$ cat src/rtl/pmm_pkg.sv
// Constants and types for the port mode multiplexer
// Contract
// - Address bit out on ctl with dir or OE term
// - Non-multiplexed bus gives A7-A0 on Port B
// - Address output only on Ports A and B
// - Nibble address assignment follows host bus type
// - Driver enable is direction OR product term
// - Data port mode ties Port A to data
// - Upper address inputs latched on address strobe
// - Decode inputs treated as address inputs
// - Mode register bit 7 makes Port A buffer
// - Buffer floats when no select is active
// - Test pins enabled by any of three
// - Control zero is I/O, one is address on bits the bus type assigns
package pmm_pkg;
    localparam int PORT_W = 8;
    localparam int PORTD_W = 3;
    localparam int PERIPH_BIT = 7;
    localparam logic [7:0] CTL_RESET = 8'h00;
    localparam logic [7:0] DIR_RESET = 8'h00;
    localparam logic [7:0] ZERO8 = 8'h00;
    localparam logic [7:0] ONES8 = 8'hFF;
    localparam logic [2:0] ZERO3 = 3'h0;
    typedef enum logic [1:0] {
        PMM_BUS_MUX8 = 2'b00,
        PMM_BUS_XA8 = 2'b01,
        PMM_BUS_PAGE = 2'b10,
        PMM_BUS_NONMUX8 = 2'b11
    } pmm_bus_t;
endpackage

$ cat src/rtl/pmm_port_mode_mux.sv
// Port mode multiplexer for Ports A to D
`timescale 1ns/1ps
module pmm_port_mode_mux (
    // Clock and reset
    input wire logic clk,
    input wire logic reset,
    // Static configuration
    input wire logic [1:0] bus_type,
    input wire logic data_port_en,
    input wire logic test_cfg_en,
    input wire logic test_bit_en,
    // Run-time registers
    input wire logic [7:0] mode_select_register,
    input wire logic [7:0] ctl_a,
    input wire logic [7:0] ctl_b,
    input wire logic [7:0] dir_a,
    input wire logic [7:0] dir_b,
    input wire logic [7:0] dir_c,
    input wire logic [2:0] dir_d,
    input wire logic [7:0] dout_a,
    input wire logic [7:0] dout_b,
    input wire logic [7:0] dout_c,
    input wire logic [2:0] dout_d,
    // Logic array terms
    input wire logic [7:0] oe_term_a,
    input wire logic [7:0] oe_term_b,
    input wire logic [7:0] oe_term_c,
    input wire logic [2:0] oe_term_d,
    input wire logic periph_select_zero,
    input wire logic periph_select_one,
    input wire logic [7:0] decode_use_a,
    // Host bus
    input wire logic [15:0] host_addr,
    input wire logic addr_latch_strobe,
    input wire logic host_rd,
    input wire logic host_wr,
    input wire logic [7:0] host_data_in,
    output logic [7:0] host_data_out,
    output logic host_data_oe,
    // Port pins
    input wire logic [7:0] pa_in,
    input wire logic [7:0] pb_in,
    input wire logic [7:0] pc_in,
    input wire logic [2:0] pd_in,
    input wire logic test_pin_select,
    output logic [7:0] pa_out,
    output logic [7:0] pa_oe,
    output logic [7:0] pb_out,
    output logic [7:0] pb_oe,
    output logic [7:0] pc_out,
    output logic [7:0] pc_oe,
    output logic [2:0] pd_out,
    output logic [2:0] pd_oe,
    // Status
    output logic [7:0] latched_addr_in_a,
    output logic [7:0] latched_addr_in_b,
    output logic [7:0] latched_addr_in_c,
    output logic [2:0] latched_addr_in_d,
    output logic [7:0] addr_input_mask,
    output logic test_pins_en
);
    // Pin synchronisers
    logic [7:0] pa_m, pa_s, pb_m, pb_s, pc_m, pc_s;
    logic [2:0] pd_m, pd_s;
    logic [3:0] ctl_m, ctl_s;
    logic [15:0] addr_m, addr_s;
    logic [7:0] hd_m, hd_s;
    logic strobe_d;
    logic [15:0] lat_addr;
    logic [7:0] next_pa_out, next_pa_oe, next_pb_out, next_pb_oe, next_pc_out, next_pc_oe;
    logic [2:0] next_pd_out, next_pd_oe;
    logic [7:0] next_hdo;
    logic next_hdoe;
    logic [7:0] next_lia, next_lib, next_lic;
    logic [2:0] next_lid;
    logic [15:0] next_lat;
    logic [7:0] addr_a, addr_b, avail_a, avail_b;
    logic strobe_rise, periph_on, psel, next_test;
    pmm_pkg::pmm_bus_t bt;

    always_ff @(posedge clk or posedge reset) begin
        if (reset) begin
            pa_m <= pmm_pkg::ZERO8;
            pa_s <= pmm_pkg::ZERO8;
            pb_m <= pmm_pkg::ZERO8;
            pb_s <= pmm_pkg::ZERO8;
            pc_m <= pmm_pkg::ZERO8;
            pc_s <= pmm_pkg::ZERO8;
            pd_m <= pmm_pkg::ZERO3;
            pd_s <= pmm_pkg::ZERO3;
            ctl_m <= 4'h0;
            ctl_s <= 4'h0;
            addr_m <= 16'h0000;
            addr_s <= 16'h0000;
            hd_m <= pmm_pkg::ZERO8;
            hd_s <= pmm_pkg::ZERO8;
        end else begin
            pa_m <= pa_in;
            pa_s <= pa_m;
            pb_m <= pb_in;
            pb_s <= pb_m;
            pc_m <= pc_in;
            pc_s <= pc_m;
            pd_m <= pd_in;
            pd_s <= pd_m;
            ctl_m <= {addr_latch_strobe, host_rd, host_wr, test_pin_select};
            ctl_s <= ctl_m;
            addr_m <= host_addr;
            addr_s <= addr_m;
            hd_m <= host_data_in;
            hd_s <= hd_m;
        end
    end

    assign bt = pmm_pkg::pmm_bus_t'(bus_type);
    assign strobe_rise = ctl_s[3] & ~strobe_d;
    assign periph_on = mode_select_register[pmm_pkg::PERIPH_BIT];
    assign psel = periph_select_zero | periph_select_one;

    // Address nibble assignment per bus type
    always_comb begin
        addr_a = pmm_pkg::ZERO8;
        addr_b = pmm_pkg::ZERO8;
        avail_a = pmm_pkg::ZERO8;
        avail_b = pmm_pkg::ZERO8;
        case (bt)
            pmm_pkg::PMM_BUS_MUX8: begin
                addr_a = lat_addr[7:0];
                addr_b = lat_addr[7:0];
                avail_a = pmm_pkg::ONES8;
                avail_b = pmm_pkg::ONES8;
            end
            pmm_pkg::PMM_BUS_XA8: begin
                addr_a = {lat_addr[7:4], 4'h0};
                addr_b = {4'h0, lat_addr[11:8]};
                avail_a = 8'hF0;
                avail_b = 8'h0F;
            end
            pmm_pkg::PMM_BUS_PAGE: begin
                addr_b = lat_addr[15:8];
                avail_b = pmm_pkg::ONES8;
            end
            default: begin
                addr_b = lat_addr[7:0];
                avail_b = pmm_pkg::ONES8;
            end
        endcase
    end

    always_comb begin
        next_lat = lat_addr;
        next_lia = latched_addr_in_a;
        next_lib = latched_addr_in_b;
        next_lic = latched_addr_in_c;
        next_lid = latched_addr_in_d;
        if (strobe_rise) begin
            next_lat = addr_s;
            next_lia = pa_s;
            next_lib = pb_s;
            next_lic = pc_s;
            next_lid = pd_s;
        end
        // Port A: ctl 0 is I/O, ctl 1 with dir or term is address on bits the bus type assigns
        next_pa_out = dout_a;
        next_pa_oe = dir_a | oe_term_a;
        for (int i = 0; i < pmm_pkg::PORT_W; i++) begin
            if (ctl_a[i] & avail_a[i]) begin
                next_pa_out[i] = addr_a[i];
            end
        end
        next_pb_out = dout_b;
        next_pb_oe = dir_b | oe_term_b;
        for (int i = 0; i < pmm_pkg::PORT_W; i++) begin
            if (ctl_b[i] & avail_b[i]) begin
                next_pb_out[i] = addr_b[i];
            end
        end
        // Ports C and D stay under direction and data out
        next_pc_out = dout_c;
        next_pc_oe = dir_c | oe_term_c;
        next_pd_out = dout_d;
        next_pd_oe = dir_d | oe_term_d;
        next_hdo = pmm_pkg::ZERO8;
        next_hdoe = 1'b0;
        if (data_port_en) begin
            next_pa_out = pmm_pkg::ZERO8;
            next_pa_oe = pmm_pkg::ZERO8;
            next_hdo = pa_s;
            next_hdoe = ctl_s[2];
        end else if (periph_on) begin
            next_pa_out = hd_s;
            next_pa_oe = pmm_pkg::ZERO8;
            if (psel & ctl_s[1]) begin
                next_pa_oe = pmm_pkg::ONES8;
            end
            if (psel & ctl_s[2]) begin
                next_hdo = pa_s;
                next_hdoe = 1'b1;
            end
        end
        next_test = ctl_s[0] | test_cfg_en | test_bit_en;
    end

    always_ff @(posedge clk or posedge reset) begin
        if (reset) begin
            strobe_d <= 1'b0;
            lat_addr <= 16'h0000;
            latched_addr_in_a <= pmm_pkg::ZERO8;
            latched_addr_in_b <= pmm_pkg::ZERO8;
            latched_addr_in_c <= pmm_pkg::ZERO8;
            latched_addr_in_d <= pmm_pkg::ZERO3;
            pa_out <= pmm_pkg::ZERO8;
            pa_oe <= pmm_pkg::ZERO8;
            pb_out <= pmm_pkg::ZERO8;
            pb_oe <= pmm_pkg::ZERO8;
            pc_out <= pmm_pkg::ZERO8;
            pc_oe <= pmm_pkg::ZERO8;
            pd_out <= pmm_pkg::ZERO3;
            pd_oe <= pmm_pkg::ZERO3;
            host_data_out <= pmm_pkg::ZERO8;
            host_data_oe <= 1'b0;
            addr_input_mask <= pmm_pkg::ZERO8;
            test_pins_en <= 1'b0;
        end else begin
            strobe_d <= ctl_s[3];
            lat_addr <= next_lat;
            latched_addr_in_a <= next_lia;
            latched_addr_in_b <= next_lib;
            latched_addr_in_c <= next_lic;
            latched_addr_in_d <= next_lid;
            pa_out <= next_pa_out;
            pa_oe <= next_pa_oe;
            pb_out <= next_pb_out;
            pb_oe <= next_pb_oe;
            pc_out <= next_pc_out;
            pc_oe <= next_pc_oe;
            pd_out <= next_pd_out;
            pd_oe <= next_pd_oe;
            host_data_out <= next_hdo;
            host_data_oe <= next_hdoe;
            addr_input_mask <= decode_use_a;
            test_pins_en <= next_test;
        end
    end
endmodule

$ cat config.mk
export PLATFORM = sky130hd
export DESIGN_NAME = pmm_port_mode_mux
export DESIGN_NICKNAME = d
export VERILOG_FILES = /design/src/rtl/pmm_pkg.sv /design/src/rtl/pmm_port_mode_mux.sv
export SDC_FILE = /design/constraint.sdc
export NUM_CORES = 1
export LEC_CHECK = 0
export ABC_CLOCK_PERIOD_IN_PS = 7300
export BUFFER_PORTS_ARGS = -buffer_cell sky130_fd_sc_hd__buf_4
export CAP_MARGIN = 20
export CORE_MARGIN = 5
export CORE_UTILIZATION = 35
export CTS_CLUSTER_SIZE = 14
export DETAILED_ROUTE_END_ITERATION = 16
export PLACE_DENSITY = 0.59
export SLEW_MARGIN = 20
export SYNTH_ARGS = -nofsm -noshare
export SYNTH_HDL_FRONTEND = slang
export SYNTH_SLANG_ARGS = --single-unit
$ cat constraint.sdc
create_clock -name clk -period 7.3 [get_ports clk]
set_clock_uncertainty 0.15 [all_clocks]
set_input_delay 0.365 -clock clk [delete_from_list [all_inputs] [get_ports clk]]
set_output_delay 0.365 -clock clk [all_outputs]
set_load 0.1 [all_outputs]
==> reports/results.txt, run 1 <==
Die Span Y: 151 um
maxcap violations: 0
CP Cell Sequence: dlygate4sd3_1, buf_4, clkinv_8, buf_4
net count reported at finish: 1013
Core Rows: 51
post-synth top area share: 80.9%
PwrDens: 283 nW/um2
hold_sp: dout_a[1]
Largest regs: addr_m (16), addr_s (16), lat_addr (16)
number of flops mapped to enable cells by yosys: 0
CTS tree: done
largest net degree at the start of global routing: 150
Hold Crit Class: in -> reg
Finished Layout Cells: 1117
Synthesized Nets: 581
Area Overhead vs Synth: 64.6%
routed metal-1 wirelength: 6420 um
DRT iter0 DRCs: 113
library cells used by synthesis: 27
Synth Area per Inst: 17.4 um2
total power draw: 3.25 mW
synth top area cells: dfrtp_1 81%, mux2_2 6.3%, nor2b_1 1.7%
Post-synth top cells: 226 x dfrtp_1, 39 x mux2_2, 19 x nor2b_1, 19 x or2_2, 16 x nor2_1
Clock Path Buffers: 3
grt ovf: 0
CTS clk-pin slew, worst paths: 0.06 ns
vias in the first global route: 5405
Static Leak: 5.37 nW
CP Data Required Time: 7.64 ns
Hold Path Cell Cnt: 3
Final setup viols: 0
ANT nets after route: 0
status: finished, final reports clean
drt total wl: 17500 um
antenna violations before repair: 0
crit path DAT: 2.56 ns
FF-to-FF Start: strobe_d
predominant post-synthesis flop cell: dfrtp_1
CP max-delay cell: buf_4
CTS Buf Count: 24
CP Launch Type: input pin
critical path class: in -> async
ratio of cells with drive above 1 in the final layout: 43.5%
via count: 4812
Peak supply drop: 0.199 mV
All-Layer GR Usage: 15.0%
Top Metal Used: met4
# IOs: 276
CP dominant cell by count: buf_4
DRC: 0
slowest stage delay, CP: 0.84 ns
DRT Pass-1 Iters: 4
Mapped Cells: 401
# placed instances: 926
biggest area consumer among synthesized cells: dfrtp_1
CP Capture Type: async pin
first-pass GRT wire length: 27100 um
Final min period: 2.22 ns
GPL Wtd Cong: 0.876
metal2 WL: 8750 um
Synth Warn #: 0
Initial Utilization: 35.7%
R2R Path End: latched_addr_in_c[6]
vias per inst: 4.31
setup bufs post-CTS: 0
Clock Root Buffer: clkbuf_16
Slew HR: 36.6%
crit share post-route: 30.4%
DP HPWL: 11400 um
Worst Tran Pin Value: 0.951 ns
H-tree depth: 1
chip width: 151 um
ys async rst share: 100%
Max Clk Rate: 0.450 GHz
sequential fraction of the synthesis area: 80.9%
Fin. Hold Viols: 0
full die area: 22900 um2
Final Max Slew Viols: 0
CTS resizes: 0
hold worst-path end: pa_out[1]
Critical Path Fanout Max: 149
I/O Buffers: 268
Worst Reg2Reg Path Length in Cells: 3
worst skew pair latency: 0.50 ns
RSZ-0062 raised after global routing: no
Routed WL per cell: 15.7 um
cell with the most instances after synthesis: dfrtp_1
met3 wire len: 2060 um
flops & latches, synth: 226
setup TNS: 0 ns
R2R setup slack: 5.30 ns
clock sinks: 226
post-cts hold buffer count: 146
Core Region: 19600 um2
Cell Area, Synth: 6990 um2
==> stage by stage <==
stage	utilization [%]	instance area [um2]	hold slack, ns	setup WS, ns
after global routing	58.7	11500	0.00269	4.74
after detailed placement	47.3	9260	0.185	4.83
after CTS	58.7	11500	0.000265	4.82
final	58.7	11500	0.0252	5.08
after global placement	47.3	9260	0.183	4.89
after floorplan	-	6990	0.181	0.594
==> cells in the final DEF (no fill, tap or decap), types with 2 or more instances in the layout <==
cell type and count:
o31a_1 8, mux2_1 4, nor2_1 16, o21a_1 3
clkinv_2 5, mux2_2 39, and2b_1 2, a311oi_1 4
nand3_1 4, a21oi_1 12, mux2i_1 4, nand2_1 8
or2_2 19, clkbuf_8 4, inv_1 2, o21ai_0 3
dlygate4sd3_1 146, dfrtp_1 226, ha_1 3, clkbuf_1 7
a31oi_1 4, nor2b_1 18, clkbuf_16 25, o21ai_1 2
a211oi_1 4, a21oi_2 2, buf_4 270
==> worst max-delay path: cells and delay by family <==
| kind | cells | cell delay, ns |
|---|---|---|
| buf+inv | 4 | 1.96 |
==> logic make-up after synthesis <==
family	Yosys count	synth area share [%]
AO/OA/AOI/OAI	42	4.08
AND/OR/NAND/NOR	69	5.28
multiplexers	47	7.50
adder cells (fa/ha/maj)	3	0.537
flip-flops	226	80.9
buffers and inverters	14	1.72
==> layer usage <==
layer | track usage [%] | vias to the layer above
li1 | - | 2200
met1 | 17.0 | 2374
met2 | 25.9 | 215
met3 | 6.13 | 23
met4 | 4.26 | 0
met5 | 0 | -
==> power by group <==
group | switching, mW | total [mW] | internal [mW]
Combinational | 0.476 | 0.697 | 0.221
Sequential | 0.0390 | 1.38 | 1.34
Clock | 0.467 | 1.17 | 0.706
Total | 0.982 | 3.25 | 2.27
==> worst max-delay path by stage <==
stage	startpoint	endpoint	depth (start not counted)
final	reset	hd_s[0]	4
after global routing	reset	lat_addr[4]	4
after CTS	reset	lat_addr[13]	4
after detailed placement	reset	addr_m[12]	3
after global placement	reset	ctl_m[0]	3
after floorplan	reset	addr_input_mask[0]	1
==> area by class of cell <==
type                       count  area [um2]
antenna                        1        2.50
clock inverter                 8        72.6
clock buffer                  36         707
tap                          265         332
sequential                   226        5660
timing repair buffer         416        3490
multi-input combinational    161        1220
inverter                       4        27.5
fill                        1501        8080
No activity file was read; power rests on OpenSTA's default activity.
==> inputs of run 2 (changes only) <==
--- a/config.mk
+++ b/config.mk
@@ -5,14 +5,14 @@
 export SDC_FILE = /design/constraint.sdc
 export NUM_CORES = 1
 export LEC_CHECK = 0
-export ABC_CLOCK_PERIOD_IN_PS = 7300
+export ABC_CLOCK_PERIOD_IN_PS = 2000
 export BUFFER_PORTS_ARGS = -buffer_cell sky130_fd_sc_hd__buf_4
 export CAP_MARGIN = 20
 export CORE_MARGIN = 5
 export CORE_UTILIZATION = 35
 export CTS_CLUSTER_SIZE = 14
 export DETAILED_ROUTE_END_ITERATION = 16
-export PLACE_DENSITY = 0.59
+export PLACE_DENSITY = 0.61
 export SLEW_MARGIN = 20
 export SYNTH_ARGS = -nofsm -noshare
 export SYNTH_HDL_FRONTEND = slang
==> constraint.sdc (replaced) <==
create_clock -name clk -period 2 [get_ports clk]
set_clock_uncertainty 0.15 [all_clocks]
set_input_delay 0.1 -clock clk [delete_from_list [all_inputs] [get_ports clk]]
set_output_delay 0.1 -clock clk [all_outputs]
set_load 0.1 [all_outputs]
==> reports/results.txt, run 2 (same netlist as run 1, synthesis figures left out) <==
CP Launch Type: input pin
vias in the first global route: 5898
Clock Path Buffers: 3
Hold Crit Class: in -> reg
Place WS: 0.496 ns
FF-to-FF Start: ctl_s[1]
crit path DAT: 2.33 ns
DRT iter0 DRCs: 119
CTS Buf Count: 24
Finished Layout Cells: 1154
clock sinks: 226
DP HPWL: 12200 um
CTS clk-pin slew, worst paths: 0.06 ns
DRC: 0
Final Max Slew Viols: 0
critical path class: in -> reg
hold_ws: 0.0372 ns
# IOs: 276
hold_sp: periph_select_one
H-tree depth: 1
Largest regs: addr_m (16), addr_s (16), lat_addr (16)
status: complete, but fails checks
Worst Tran Pin Value: 0.707 ns
PwrDens: 1010 nW/um2
most frequent cells in the layout: 278 x buf_4, 226 x dfrtp_1, 174 x dlygate4sd3_1
Static Leak: 5.57 nW
Finished Cell Area: 11900 um2
full die area: 22900 um2
via count: 5024
I/O Buffers: 268
Hold Path Cell Cnt: 4
Max Clk Rate: 0.490 GHz
net count reported at finish: 1053
Final setup viols: 1
chip width: 151 um
crit share post-route: 102%
hold worst-path end: host_data_out[3]
Core Rows: 51
Clock Root Buffer: clkbuf_16
drt total wl: 18900 um
most common cell after layout, fill and taps aside: buf_4
Peak supply drop: 0.744 mV
CP Capture Type: flip-flop
Slew HR: 52.8%
antenna violations before repair: 0
R2R setup slack: 0.25 ns
first-pass GRT wire length: 29700 um
Area Overhead vs Synth: 70.7%
largest net degree at the start of global routing: 45
grt ovf: 0
CTS tree: done
vias per inst: 4.35
ANT nets after route: 0
CP Data Required Time: 2.29 ns
violated checks: negative setup slack
Worst Reg2Reg Path Length in Cells: 4
worst skew pair latency: 0.50 ns
final setup margin: -0.0403 ns
All-Layer GR Usage: 16.4%
GPL Wtd Cong: 0.867
Post-DP Area: 9400 um2
DRT Pass-1 Iters: 4
Fin. Hold Viols: 0
ratio of cells with drive above 1 in the final layout: 43.0%
Core Region: 19600 um2
Final min period: 2.04 ns
maxcap violations: 0
R2R Path End: pa_oe[2]
Routed WL per cell: 16.4 um
Ant. Diodes: 0
Critical Path Fanout Max: 1
Die Span Y: 151 um
Initial Utilization: 35.7%
# placed instances: 938
## run 2: changes by cell type in the layout (fill, tap and decap cells not counted)
cell / before / now
clkinv_2: 5 / 2
dlygate4sd3_1: 146 / 174
clkbuf_8: 4 / 7
diode_2: 1 / 0
a311oi_2: 0 / 1
buf_4: 270 / 278
clkinv_8: 1 / 0
clkbuf_1: 7 / 6
clkinvlp_4: 0 / 1
buf_12: 0 / 4
clkinv_4: 1 / 0
a311oi_1: 4 / 3
## run 2: final cells by class
class	instances	area, um2
clock buffer	38	744
clock inverter	4	48.8
fill	1413	7650
inverter	4	18.8
multi-input combinational	161	1230
sequential	226	5660
tap	265	332
timing repair buffer	456	3910
## run 2: power breakdown
part	leakage (nW)	switching [mW]	total (mW)	internal [mW]
clock network	0.392	1.67	4.34	2.67
logic	2.55	1.76	2.65	0.884
registers	2.63	0.151	5.06	4.91
## run 2: critical path, cell delays in order
cell and delay, ns:
dlygate4sd3_1 0.54, buf_4 0.12, nand2_1 0.05, dlygate4sd3_1 0.58, a311oi_2 0.33, dlygate4sd3_1 0.60
## run 2: layer usage
layer  share of wire (%)  wire, um  vias up  GRT usage, %
met3                  10      1940       43          5.39
met2                  51      9550      243          29.4
met4                 3.1       579        0          5.03
met5                   0         0        -             0
met1                  36      6820     2459          18.6
li1                    -         -     2279             -
## run 2: how the worst max path moves through the flow
stage	startpoint	to	slack, ns	cells past startpoint
after floorplan	reset	addr_input_mask[0]	-1.20	1
after global routing	dout_a[3]	pa_out[3]	-0.04	6
final	dout_a[3]	pa_out[3]	-0.04	6
after detailed placement	strobe_d	latched_addr_in_c[3]	0.50	3
after CTS	dout_a[0]	pa_out[0]	0.14	6
after global placement	strobe_d	latched_addr_in_c[0]	0.52	3
## run 2: through the flow
stage / util [%] / TNS [ns] / power, mW
2_1_floorplan: - / -271.65 / 6.74
3_3_place_gp: 48.0 / 0 / 7.44
3_5_place_dp: 48.0 / 0 / 7.48
4_1_cts: 60.9 / 0 / 12.2
5_1_grt: 60.9 / -0.0443 / 12.5
6_report: 60.9 / -0.0403 / 12.0
## run 2: repair_timing
action	4_1_cts	5_1_grt
resized for setup	0	1
setup buffers	0	0
endpoints found under the hold margin	160	0
endpoints found under the setup margin	0	1
hold buffers	174	0
